$ cat src/core/pfc_pkg.sv
// Package: register map, field layout and carrier types for the fan loop
// ============================================================
// Functional notes
// - Hysteresis low nibble, half-degree steps
// - Minimum duty high nibble, 6.25 percent steps
// - Hold hottest zone within target minus hysteresis
// - Targets use temperature encoding, reset zero
// - Off temperature 80h disables, default
// - Reaching off temperature forces zero duty
// - Integral exponent bits 1:0, signed
// - Proportional exponent bits 3:2, upper reserved
// - Read-only maker identification, writes ignored
// - Binding bits pick zone 1/2 inputs
// - Binding bits route loop to fan outputs
`default_nettype none

package pfc_pkg;

    // ============================================================
    // Register offsets
    localparam logic [7:0] ADDR_BINDINGS = 8'h35;
    localparam logic [7:0] ADDR_MIN_DUTY_HYST = 8'h36;
    localparam logic [7:0] ADDR_ZONE1_TARGET = 8'h37;
    localparam logic [7:0] ADDR_ZONE2_TARGET = 8'h38;
    localparam logic [7:0] ADDR_ZONE1_OFF = 8'h39;
    localparam logic [7:0] ADDR_ZONE2_OFF = 8'h3a;
    localparam logic [7:0] ADDR_P_MANTISSA = 8'h3b;
    localparam logic [7:0] ADDR_I_MANTISSA = 8'h3c;
    localparam logic [7:0] ADDR_EXPONENTS = 8'h3d;
    localparam logic [7:0] ADDR_MAKER_ID = 8'h3e;

    // ============================================================
    // Reset values
    localparam logic [7:0] RST_BINDINGS = 8'h30;
    localparam logic [7:0] RST_MIN_DUTY_HYST = 8'h00;
    localparam logic [7:0] RST_TARGET = 8'h00;
    localparam logic [7:0] RST_OFF = 8'h80;
    localparam logic [7:0] RST_MANTISSA = 8'h00;
    localparam logic [3:0] RST_EXPONENTS = 4'h0;
    // Arbitrary neutral value, not any real maker's code
    localparam logic [7:0] MAKER_ID_VALUE = 8'h5a;

    // ============================================================
    // Field positions and codes
    localparam int HYST_LSB = 0;
    localparam int MIN_DUTY_LSB = 4;
    localparam int ICE_LSB = 0;
    localparam int PCE_LSB = 2;
    localparam int BIND_ZONE1 = 0;
    localparam int BIND_ZONE2 = 1;
    localparam int BIND_FAN1 = 2;
    localparam int BIND_FAN2 = 3;
    localparam logic [7:0] OFF_DISABLED = 8'h80;
    localparam logic [1:0] EXP_MINUS2 = 2'h2;
    localparam logic [1:0] EXP_MINUS1 = 2'h3;
    localparam logic [1:0] EXP_PLUS1 = 2'h1;
    localparam logic [7:0] DUTY_MAX = 8'hff;
    localparam logic [7:0] DUTY_ZERO = 8'h00;

    // ============================================================
    // Carriers
    typedef struct packed {
        logic [7:0] addr;
        logic wr;
        logic rd;
        logic [7:0] wdata;
    } pfc_reg_req_t;

    typedef struct packed {
        logic [7:0] bindings;
        logic [7:0] min_duty_hyst;
        logic [7:0] zone1_target;
        logic [7:0] zone2_target;
        logic [7:0] zone1_off;
        logic [7:0] zone2_off;
        logic [7:0] p_mantissa;
        logic [7:0] i_mantissa;
        logic [3:0] exponents;
        logic [7:0] rdata;
        logic hit;
        logic [7:0] integral;
        logic [7:0] loop_duty;
        logic forced_off;
        logic [7:0] fan1_duty;
        logic [7:0] fan2_duty;
    } pfc_state_t;

endpackage : pfc_pkg

`default_nettype wire

$ cat src/core/pfc_fan_loop.sv
// Module: fan loop configuration registers and proportional/integral loop
`default_nettype none

module pfc_fan_loop (
    input wire logic clock_in,
    input wire logic rst_in,
    input wire logic ce_in,
    input wire pfc_pkg::pfc_reg_req_t reg_req_in,
    output logic [7:0] reg_rdata_out,
    output logic reg_hit_out,
    input wire logic sample_in,
    input wire logic [7:0] zone1_temp_in,
    input wire logic [7:0] zone2_temp_in,
    input wire logic [7:0] lut1_duty_in,
    input wire logic [7:0] lut2_duty_in,
    output logic [7:0] fan1_duty_out,
    output logic [7:0] fan2_duty_out,
    output logic loop_forced_off_out
);

    pfc_pkg::pfc_state_t st_ff;
    pfc_pkg::pfc_state_t nxt_st;

    // ============================================================
    // Gain scaling
    function automatic logic signed [21:0] pfc_scale(
        input logic [7:0] mant,
        input logic signed [10:0] err,
        input logic [1:0] expo
    );
        logic signed [21:0] mm;
        logic signed [21:0] ee;
        logic signed [21:0] prod;
        mm = 22'($signed({1'b0, mant}));
        ee = 22'(err);
        prod = mm * ee;
        // Exponent is a two-bit signed power of two
        case (expo)
            pfc_pkg::EXP_MINUS2: pfc_scale = prod >>> 2;
            pfc_pkg::EXP_MINUS1: pfc_scale = prod >>> 1;
            pfc_pkg::EXP_PLUS1: pfc_scale = prod <<< 1;
            default: pfc_scale = prod;
        endcase
    endfunction : pfc_scale

    // ============================================================
    // Next state
    logic use_z1;
    logic use_z2;
    logic signed [7:0] hot;
    logic [7:0] tgt;
    logic signed [10:0] t_half;
    logic signed [10:0] hi_half;
    logic signed [10:0] lo_half;
    logic signed [10:0] err;
    logic signed [21:0] acc_sum;
    logic signed [21:0] out_sum;
    logic [7:0] acc_clip;
    logic [7:0] min_duty;
    logic [7:0] duty_new;
    logic [7:0] ch_temp [2];
    logic [7:0] ch_lut [2];
    logic [7:0] ch_off_lim [2];
    logic ch_off [2];
    logic [7:0] ch_fan [2];

    // ============================================================
    // Per-channel off check and fan source select
    assign ch_temp[0] = zone1_temp_in;
    assign ch_temp[1] = zone2_temp_in;
    assign ch_lut[0] = lut1_duty_in;
    assign ch_lut[1] = lut2_duty_in;
    assign ch_off_lim[0] = st_ff.zone1_off;
    assign ch_off_lim[1] = st_ff.zone2_off;

    for (genvar k = 0; k < 2; k++)
    begin : g_chan
        logic zone_bound;
        logic fan_bound;
        logic off_armed;
        assign zone_bound = st_ff.bindings[pfc_pkg::BIND_ZONE1 + k];
        assign fan_bound = st_ff.bindings[pfc_pkg::BIND_FAN1 + k];
        // 80h is the coldest reading, so it is free as a switch
        assign off_armed = ch_off_lim[k] != pfc_pkg::OFF_DISABLED;
        // Unbound zones never shut the loop off
        assign ch_off[k] = zone_bound && off_armed
            && ($signed(ch_temp[k]) >= $signed(ch_off_lim[k]));
        // Bound fans share the one loop duty; an unbound fan takes its LUT duty
        assign ch_fan[k] = fan_bound ? st_ff.loop_duty : ch_lut[k];
    end

    // ============================================================
    // Loop and register update
    always_comb
    begin
        nxt_st = st_ff;
        // ========================================================
        // Zone choice
        use_z1 = st_ff.bindings[pfc_pkg::BIND_ZONE1];
        use_z2 = st_ff.bindings[pfc_pkg::BIND_ZONE2];
        // Hottest of the bound zones steers the loop
        if (use_z1 && (!use_z2 ||
            $signed(zone1_temp_in) >= $signed(zone2_temp_in)))
        begin
            hot = $signed(zone1_temp_in);
            tgt = st_ff.zone1_target;
        end
        else
        begin
            hot = $signed(zone2_temp_in);
            tgt = st_ff.zone2_target;
        end
        // ========================================================
        // Error band
        // Work in half degrees so hysteresis steps stay exact
        t_half = 11'($signed({hot, 1'b0}));
        hi_half = 11'($signed({tgt, 1'b0}));
        lo_half = hi_half - 11'({1'b0,
            st_ff.min_duty_hyst[pfc_pkg::HYST_LSB +: 4]});
        if (!use_z1 && !use_z2)
        begin
            err = '0;
        end
        else if (t_half > hi_half)
        begin
            err = t_half - hi_half;
        end
        else if (t_half < lo_half)
        begin
            err = t_half - lo_half;
        end
        else
        begin
            err = '0;
        end
        // ========================================================
        // Integral term
        acc_sum = 22'($signed({1'b0, st_ff.integral}))
            + pfc_scale(st_ff.i_mantissa, err,
                st_ff.exponents[pfc_pkg::ICE_LSB +: 2]);
        // Integral is clipped to duty range to stop windup
        if (acc_sum < 0)
        begin
            acc_clip = pfc_pkg::DUTY_ZERO;
        end
        else if (acc_sum > $signed(22'(pfc_pkg::DUTY_MAX)))
        begin
            acc_clip = pfc_pkg::DUTY_MAX;
        end
        else
        begin
            acc_clip = acc_sum[7:0];
        end
        // ========================================================
        // Proportional term and duty floor
        out_sum = 22'($signed({1'b0, acc_clip}))
            + pfc_scale(st_ff.p_mantissa, err,
                st_ff.exponents[pfc_pkg::PCE_LSB +: 2]);
        min_duty = {st_ff.min_duty_hyst[pfc_pkg::MIN_DUTY_LSB +: 4],
            4'h0};
        // Signed compare, so a large negative term floors
        if (out_sum < $signed(22'(min_duty)))
        begin
            duty_new = min_duty;
        end
        else if (out_sum > $signed(22'(pfc_pkg::DUTY_MAX)))
        begin
            duty_new = pfc_pkg::DUTY_MAX;
        end
        else
        begin
            duty_new = out_sum[7:0];
        end
        // ========================================================
        // Loop update on sample
        if (sample_in)
        begin
            if (ch_off[0] || ch_off[1])
            begin
                nxt_st.loop_duty = pfc_pkg::DUTY_ZERO;
                // Integral restarts from zero after a forced stop
                nxt_st.integral = pfc_pkg::DUTY_ZERO;
                nxt_st.forced_off = 1'b1;
            end
            else
            begin
                nxt_st.loop_duty = duty_new;
                nxt_st.integral = acc_clip;
                nxt_st.forced_off = 1'b0;
            end
        end

        // ========================================================
        // Fan outputs
        nxt_st.fan1_duty = ch_fan[0];
        nxt_st.fan2_duty = ch_fan[1];

        // ========================================================
        // Register writes; identification stays fixed
        if (reg_req_in.wr)
        begin
            case (reg_req_in.addr)
                pfc_pkg::ADDR_BINDINGS:
                    nxt_st.bindings = reg_req_in.wdata;
                pfc_pkg::ADDR_MIN_DUTY_HYST:
                    nxt_st.min_duty_hyst = reg_req_in.wdata;
                pfc_pkg::ADDR_ZONE1_TARGET:
                    nxt_st.zone1_target = reg_req_in.wdata;
                pfc_pkg::ADDR_ZONE2_TARGET:
                    nxt_st.zone2_target = reg_req_in.wdata;
                pfc_pkg::ADDR_ZONE1_OFF:
                    nxt_st.zone1_off = reg_req_in.wdata;
                pfc_pkg::ADDR_ZONE2_OFF:
                    nxt_st.zone2_off = reg_req_in.wdata;
                pfc_pkg::ADDR_P_MANTISSA:
                    nxt_st.p_mantissa = reg_req_in.wdata;
                pfc_pkg::ADDR_I_MANTISSA:
                    nxt_st.i_mantissa = reg_req_in.wdata;
                pfc_pkg::ADDR_EXPONENTS:
                    nxt_st.exponents = reg_req_in.wdata[3:0];
                pfc_pkg::ADDR_MAKER_ID:
                begin
                    // Identification is fixed; the write is dropped
                    nxt_st.hit = st_ff.hit;
                end
                default:
                begin
                    // Unmapped writes vanish silently
                    nxt_st.hit = st_ff.hit;
                end
            endcase
        end

        // ========================================================
        // Register reads, one cycle latency
        // Beside a write, a read returns the old value
        if (reg_req_in.rd)
        begin
            nxt_st.hit = 1'b1;
            case (reg_req_in.addr)
                pfc_pkg::ADDR_BINDINGS: nxt_st.rdata = st_ff.bindings;
                pfc_pkg::ADDR_MIN_DUTY_HYST:
                    nxt_st.rdata = st_ff.min_duty_hyst;
                pfc_pkg::ADDR_ZONE1_TARGET:
                    nxt_st.rdata = st_ff.zone1_target;
                pfc_pkg::ADDR_ZONE2_TARGET:
                    nxt_st.rdata = st_ff.zone2_target;
                pfc_pkg::ADDR_ZONE1_OFF: nxt_st.rdata = st_ff.zone1_off;
                pfc_pkg::ADDR_ZONE2_OFF: nxt_st.rdata = st_ff.zone2_off;
                pfc_pkg::ADDR_P_MANTISSA: nxt_st.rdata = st_ff.p_mantissa;
                pfc_pkg::ADDR_I_MANTISSA: nxt_st.rdata = st_ff.i_mantissa;
                pfc_pkg::ADDR_EXPONENTS:
                    nxt_st.rdata = {4'h0, st_ff.exponents};
                pfc_pkg::ADDR_MAKER_ID:
                    nxt_st.rdata = pfc_pkg::MAKER_ID_VALUE;
                default:
                begin
                    nxt_st.rdata = 8'h00;
                    nxt_st.hit = 1'b0;
                end
            endcase
        end
    end

    // ============================================================
    // State register
    always_ff @(posedge clock_in or posedge rst_in)
    begin
        if (rst_in)
        begin
            st_ff.bindings <= pfc_pkg::RST_BINDINGS;
            st_ff.min_duty_hyst <= pfc_pkg::RST_MIN_DUTY_HYST;
            st_ff.zone1_target <= pfc_pkg::RST_TARGET;
            st_ff.zone2_target <= pfc_pkg::RST_TARGET;
            st_ff.zone1_off <= pfc_pkg::RST_OFF;
            st_ff.zone2_off <= pfc_pkg::RST_OFF;
            st_ff.p_mantissa <= pfc_pkg::RST_MANTISSA;
            st_ff.i_mantissa <= pfc_pkg::RST_MANTISSA;
            st_ff.exponents <= pfc_pkg::RST_EXPONENTS;
            st_ff.rdata <= 8'h00;
            st_ff.hit <= 1'b0;
            st_ff.integral <= pfc_pkg::DUTY_ZERO;
            st_ff.loop_duty <= pfc_pkg::DUTY_ZERO;
            st_ff.forced_off <= 1'b0;
            st_ff.fan1_duty <= pfc_pkg::DUTY_ZERO;
            st_ff.fan2_duty <= pfc_pkg::DUTY_ZERO;
        end
        // Low enable freezes every register
        else if (ce_in)
        begin
            st_ff <= nxt_st;
        end
    end

    assign reg_rdata_out = st_ff.rdata;
    assign reg_hit_out = st_ff.hit;
    assign fan1_duty_out = st_ff.fan1_duty;
    assign fan2_duty_out = st_ff.fan2_duty;
    assign loop_forced_off_out = st_ff.forced_off;

endmodule : pfc_fan_loop

`default_nettype wire

$ cat config.mk
export PLATFORM = sky130hd
export DESIGN_NAME = pfc_fan_loop
export DESIGN_NICKNAME = d
export VERILOG_FILES = /design/src/core/pfc_pkg.sv /design/src/core/pfc_fan_loop.sv
export SDC_FILE = /design/constraint.sdc
export NUM_CORES = 1
export LEC_CHECK = 0
export ABC_AREA = 1
export BUFFER_PORTS_ARGS = -buffer_cell sky130_fd_sc_hd__buf_2
export CAP_MARGIN = 10
export CELL_PAD_IN_SITES_DETAIL_PLACEMENT = 1
export CELL_PAD_IN_SITES_GLOBAL_PLACEMENT = 1
export CORE_ASPECT_RATIO = 0.5
export CORE_MARGIN = 4
export CORE_UTILIZATION = 45
export CTS_CLUSTER_DIAMETER = 200
export DETAILED_ROUTE_END_ITERATION = 10
export MAX_ROUTING_LAYER = met4
export PLACE_DENSITY_LB_ADDON = 0.1
export SYNTH_ARGS = -nofsm -noshare
export SYNTH_HDL_FRONTEND = slang
export SYNTH_SLANG_ARGS = --single-unit
$ cat constraint.sdc
create_clock -name clock_in -period 13.68 [get_ports clock_in]
set_input_delay 2.736 -clock clock_in [delete_from_list [all_inputs] [get_ports clock_in]]
set_output_delay 2.736 -clock clock_in [all_outputs]
set_load 0.02 [all_outputs]
==> flow_summary_export.csv <==
group,metric,value,unit
synthesis,synthCells,2422,
final_layout,drive_gt1_share,24.75,%
synthesis,ys_seq_elements,110,
timing,finalWorstSetupSlack,-1.707,ns
detailed_routing,vias,18023,
detailed_routing,drt-pass1-iter-count,5,
detailed_routing,wire_per_inst,20.24,µm
detailed_routing,vias_per_cell,5.515,
die,die_h,144.7,µm
global_route,grt_antenna_before_repair,1,
die,die_w,281.4,µm
final_layout,fin_nets,3126,
setup_path,crit_path_start_kind,"primary input",
flow_run,maxCapViolCount,0,
detailed_routing,drt_first_iter_violations,1258,
placement,hpwlAfterDp,49540,µm
detailed_routing,drc_errors,0,
setup_path,crit_path_start,"zone2_temp_in[5]",
worst_hold_path,min_from,"reg_rdata_out[4]$_DFFE_PP0P_",
clock_network,root_buffer,"clkbuf_16",
timing,finalSetupTns,-13.30,ns
synthesis,yosys_most_used_dff,"dfrtp_1",
synthesis,yosys-top-cells-area,"fa_1 18%, dfrtp_1 16%, nand2_1 13%",
timing,finalCritPeriodShare,112.5,%
final_layout,final_cell_mix,"559 x nand2_1, 430 x inv_1, 337 x buf_4, 190 x nor2_1, 162 x nand3_1",
synthesis,async_flop_share,100.0,%
clock_network,htree_levels,3,
timing,skew,0.01894,ns
timing,hold_ws,0.4866,ns
clock_network,cts.clk_slew.worst_paths,0.09,ns
power_and_ir_drop,vdd_drop_max,0.06088,mV
placement,dp_slack,-1.844,ns
setup_path,r2r-start,"g_chan[1].zone_bound$_DFFE_PP0P_",
global_route,grt_pass1_wl,98860,µm
timing,clock.fmax,64.99,MHz
power_and_ir_drop,total_power,0.001293,W
die,start_util,46.20,%
run_status,violations,"setup timing",
setup_path,slowest_delay,0.54,ns
detailed_routing,ant_nets,0,
placement,port-buffer-count,79,
clock_network,cts_buffers,9,
synthesis,seq_area_frac_synth,16.39,%
final_layout,areaGrowthSynthToFinish,25.90,%
clock_network,cts_hold_buffers,0,
clock_network,cts_tree,"yes",
setup_path,critPathRequiredTime,13.96,ns
timing,final-max-slew-violation-count,0,
synthesis,synth_edf_count,0,
detailed_routing,wl,66140,µm
global_route,grt_max_degree,73,
clock_network,clock_sinks,110,
setup_path,critical_path_class,"primary input to flop",
timing,slew_headroom,33.08,%
final_layout,nFillCells,4753,
synthesis,synth.top_cell.area_share,17.61,%
timing,post-route-min-period,15.39,ns
timing,setup_viol_count_final,8,
setup_path,crit_path_max_fanout,6,
power_and_ir_drop,pwr_density_cell,61.06,nW/µm²
global_route,grt_overflow,0,
power_and_ir_drop,leakagePower,11.01,nW
die,dieArea,40730,µm²
global_route,grt.total_usage,31.68,%
timing,rsz0062_at_grt,"yes",
final_layout,final_common_cell,"nand2_1",
setup_path,end_kind,"flop",
synthesis,synth_area,16820,µm²
synthesis,yosysWarnings,0,
die,coreArea,36420,µm²
setup_path,cpMostUsedCell,"nand2_2",
worst_hold_path,min_path_type,"flop to flop",
die,num_rows,49,
synthesis,syn-num-nets,2769,
synthesis,synth.distinct_cells,64,
timing,finalHoldViolations,0,
synthesis,syn_avg_cell_area,6.946,µm²
setup_path,critPathSlowestCell,"fa_1",
clock_network,clk_latency,0.39,ns
die,io_pins,80,
final_layout,n_antenna_cell,0,
run_status,status,"finished, violations left",
global_route,grt_pass1_vias,18866,
placement,routabilityCongestion,0.9205,
setup_path,arrival,15.67,ns
clock_network,clk_path_buf_depth,2,
timing,worstMarginPinSlew,1.004,ns
synthesis,yosysTopAreaCell,"fa_1",
-- layout make-up --
class                   instances  area (µm²)  area share, %
repair buffers                422        3045          14.38
clock inverters                 6       63.81         0.3013
flip-flops and latches        110        2758          13.02
well taps                     484       605.6          2.859
multi-input cells            1757       12650          59.71
inverters                     479        1833          8.654
clock buffers                  10       229.0          1.081
-- metal layers --
metal | track usage [%] | routed length [µm]
met2 | 52.32 | 31210
met3 | 5.803 | 4043
met1 | 41.30 | 28890
met4 | 6.675 | 1999
met5 | - | 0
-- power by group --
group	switching [W]	total [W]	internal (W)
clock network	0.000152	0.000282	0.000129
logic	0.000337	0.000616	0.000278
registers	0.0000409	0.000396	0.000355
-- path summary, 6_finish.rpt --
path / end / slack [ns] / cells past startpoint
min in group asynchronous: ch_off_lim[1]$_DFFE_PP0P_ / 2.37 / 2
worst min register to register: reg_rdata_out[4]$_DFFE_PP0P_ / 0.49 / 2
worst min-delay path: reg_rdata_out[4]$_DFFE_PP0P_ / 0.49 / 2
worst max-delay path: st_ff[22]$_DFFE_PP0P_ / -1.71 / 85
max in group asynchronous: st_ff[29]$_DFFE_PP0P_ / 9.92 / 3
worst max register to register: st_ff[22]$_DFFE_PP0P_ / 0.86 / 79
-- cell usage after synthesis, drive strengths merged, types with 5 or more instances --
cell     number
clkbuf       35
nand3b        6
nor4          6
fa          148
o22ai        18
o21bai        7
xor2         30
a21oi        81
o211ai        5
nor2        227
clkinv        7
xnor2        11
buf          42
nand2       610
and2          6
nand3       192
a221oi        7
o2111ai       9
nor3         16
ha          145
o21ai       138
dfrtp       106
inv         472
a31oi        25
nand4        34
-- through the flow --
step | area (µm²) | utilization, % | cells
2_1_floorplan | 17150 | - | 2422
3_3_place_gp | 19670 | 54.01 | 3170
3_5_place_dp | 19670 | 54.01 | 3170
4_1_cts | 20680 | 56.79 | 3245
5_1_grt | 21180 | 58.16 | 3268
6_report | 21180 | 58.16 | 3268
-- what timing repair did --
action                     CTS  global route
setup endpoints to repair    8            15
pin swaps                   88            75
buffers inserted            58            24
gates resized for setup     79            82
gates cloned                 1             0
-- worst max-delay path, delay by kind of cell --
family	cells	cell delay, ns
buffers and inverters	17	1.47
XOR/XNOR	2	0.42
AND/OR/NAND/NOR	36	3.84
AO/OA/AOI/OAI	17	2.42
multiplexers	1	0.35
adder cells (fa/ha/maj)	12	4.36
-- logic make-up after synthesis --
family	Yosys count	share of synthesized area, %
compound gates	317	11.01
xor+xnor	41	2.179
fa+ha+maj	293	28.40
buf+inv	556	13.19
flops	110	16.39
mux	2	0.1264
simple gates	1103	28.71
-- flip-flops by register name (all words and copies together) (netlist names) --
| signal | flops |
|---|---|
| st_ff | 60 |
| ch_off_lim | 16 |
| fan1_duty_out | 8 |
| fan2_duty_out | 8 |
| reg_rdata_out | 8 |
| min_duty | 4 |
| g_chan.fan_bound | 2 |
| g_chan.zone_bound | 2 |
| loop_forced_off_out | 1 |
| reg_hit_out | 1 |
Power figures use the tool's default switching activity.
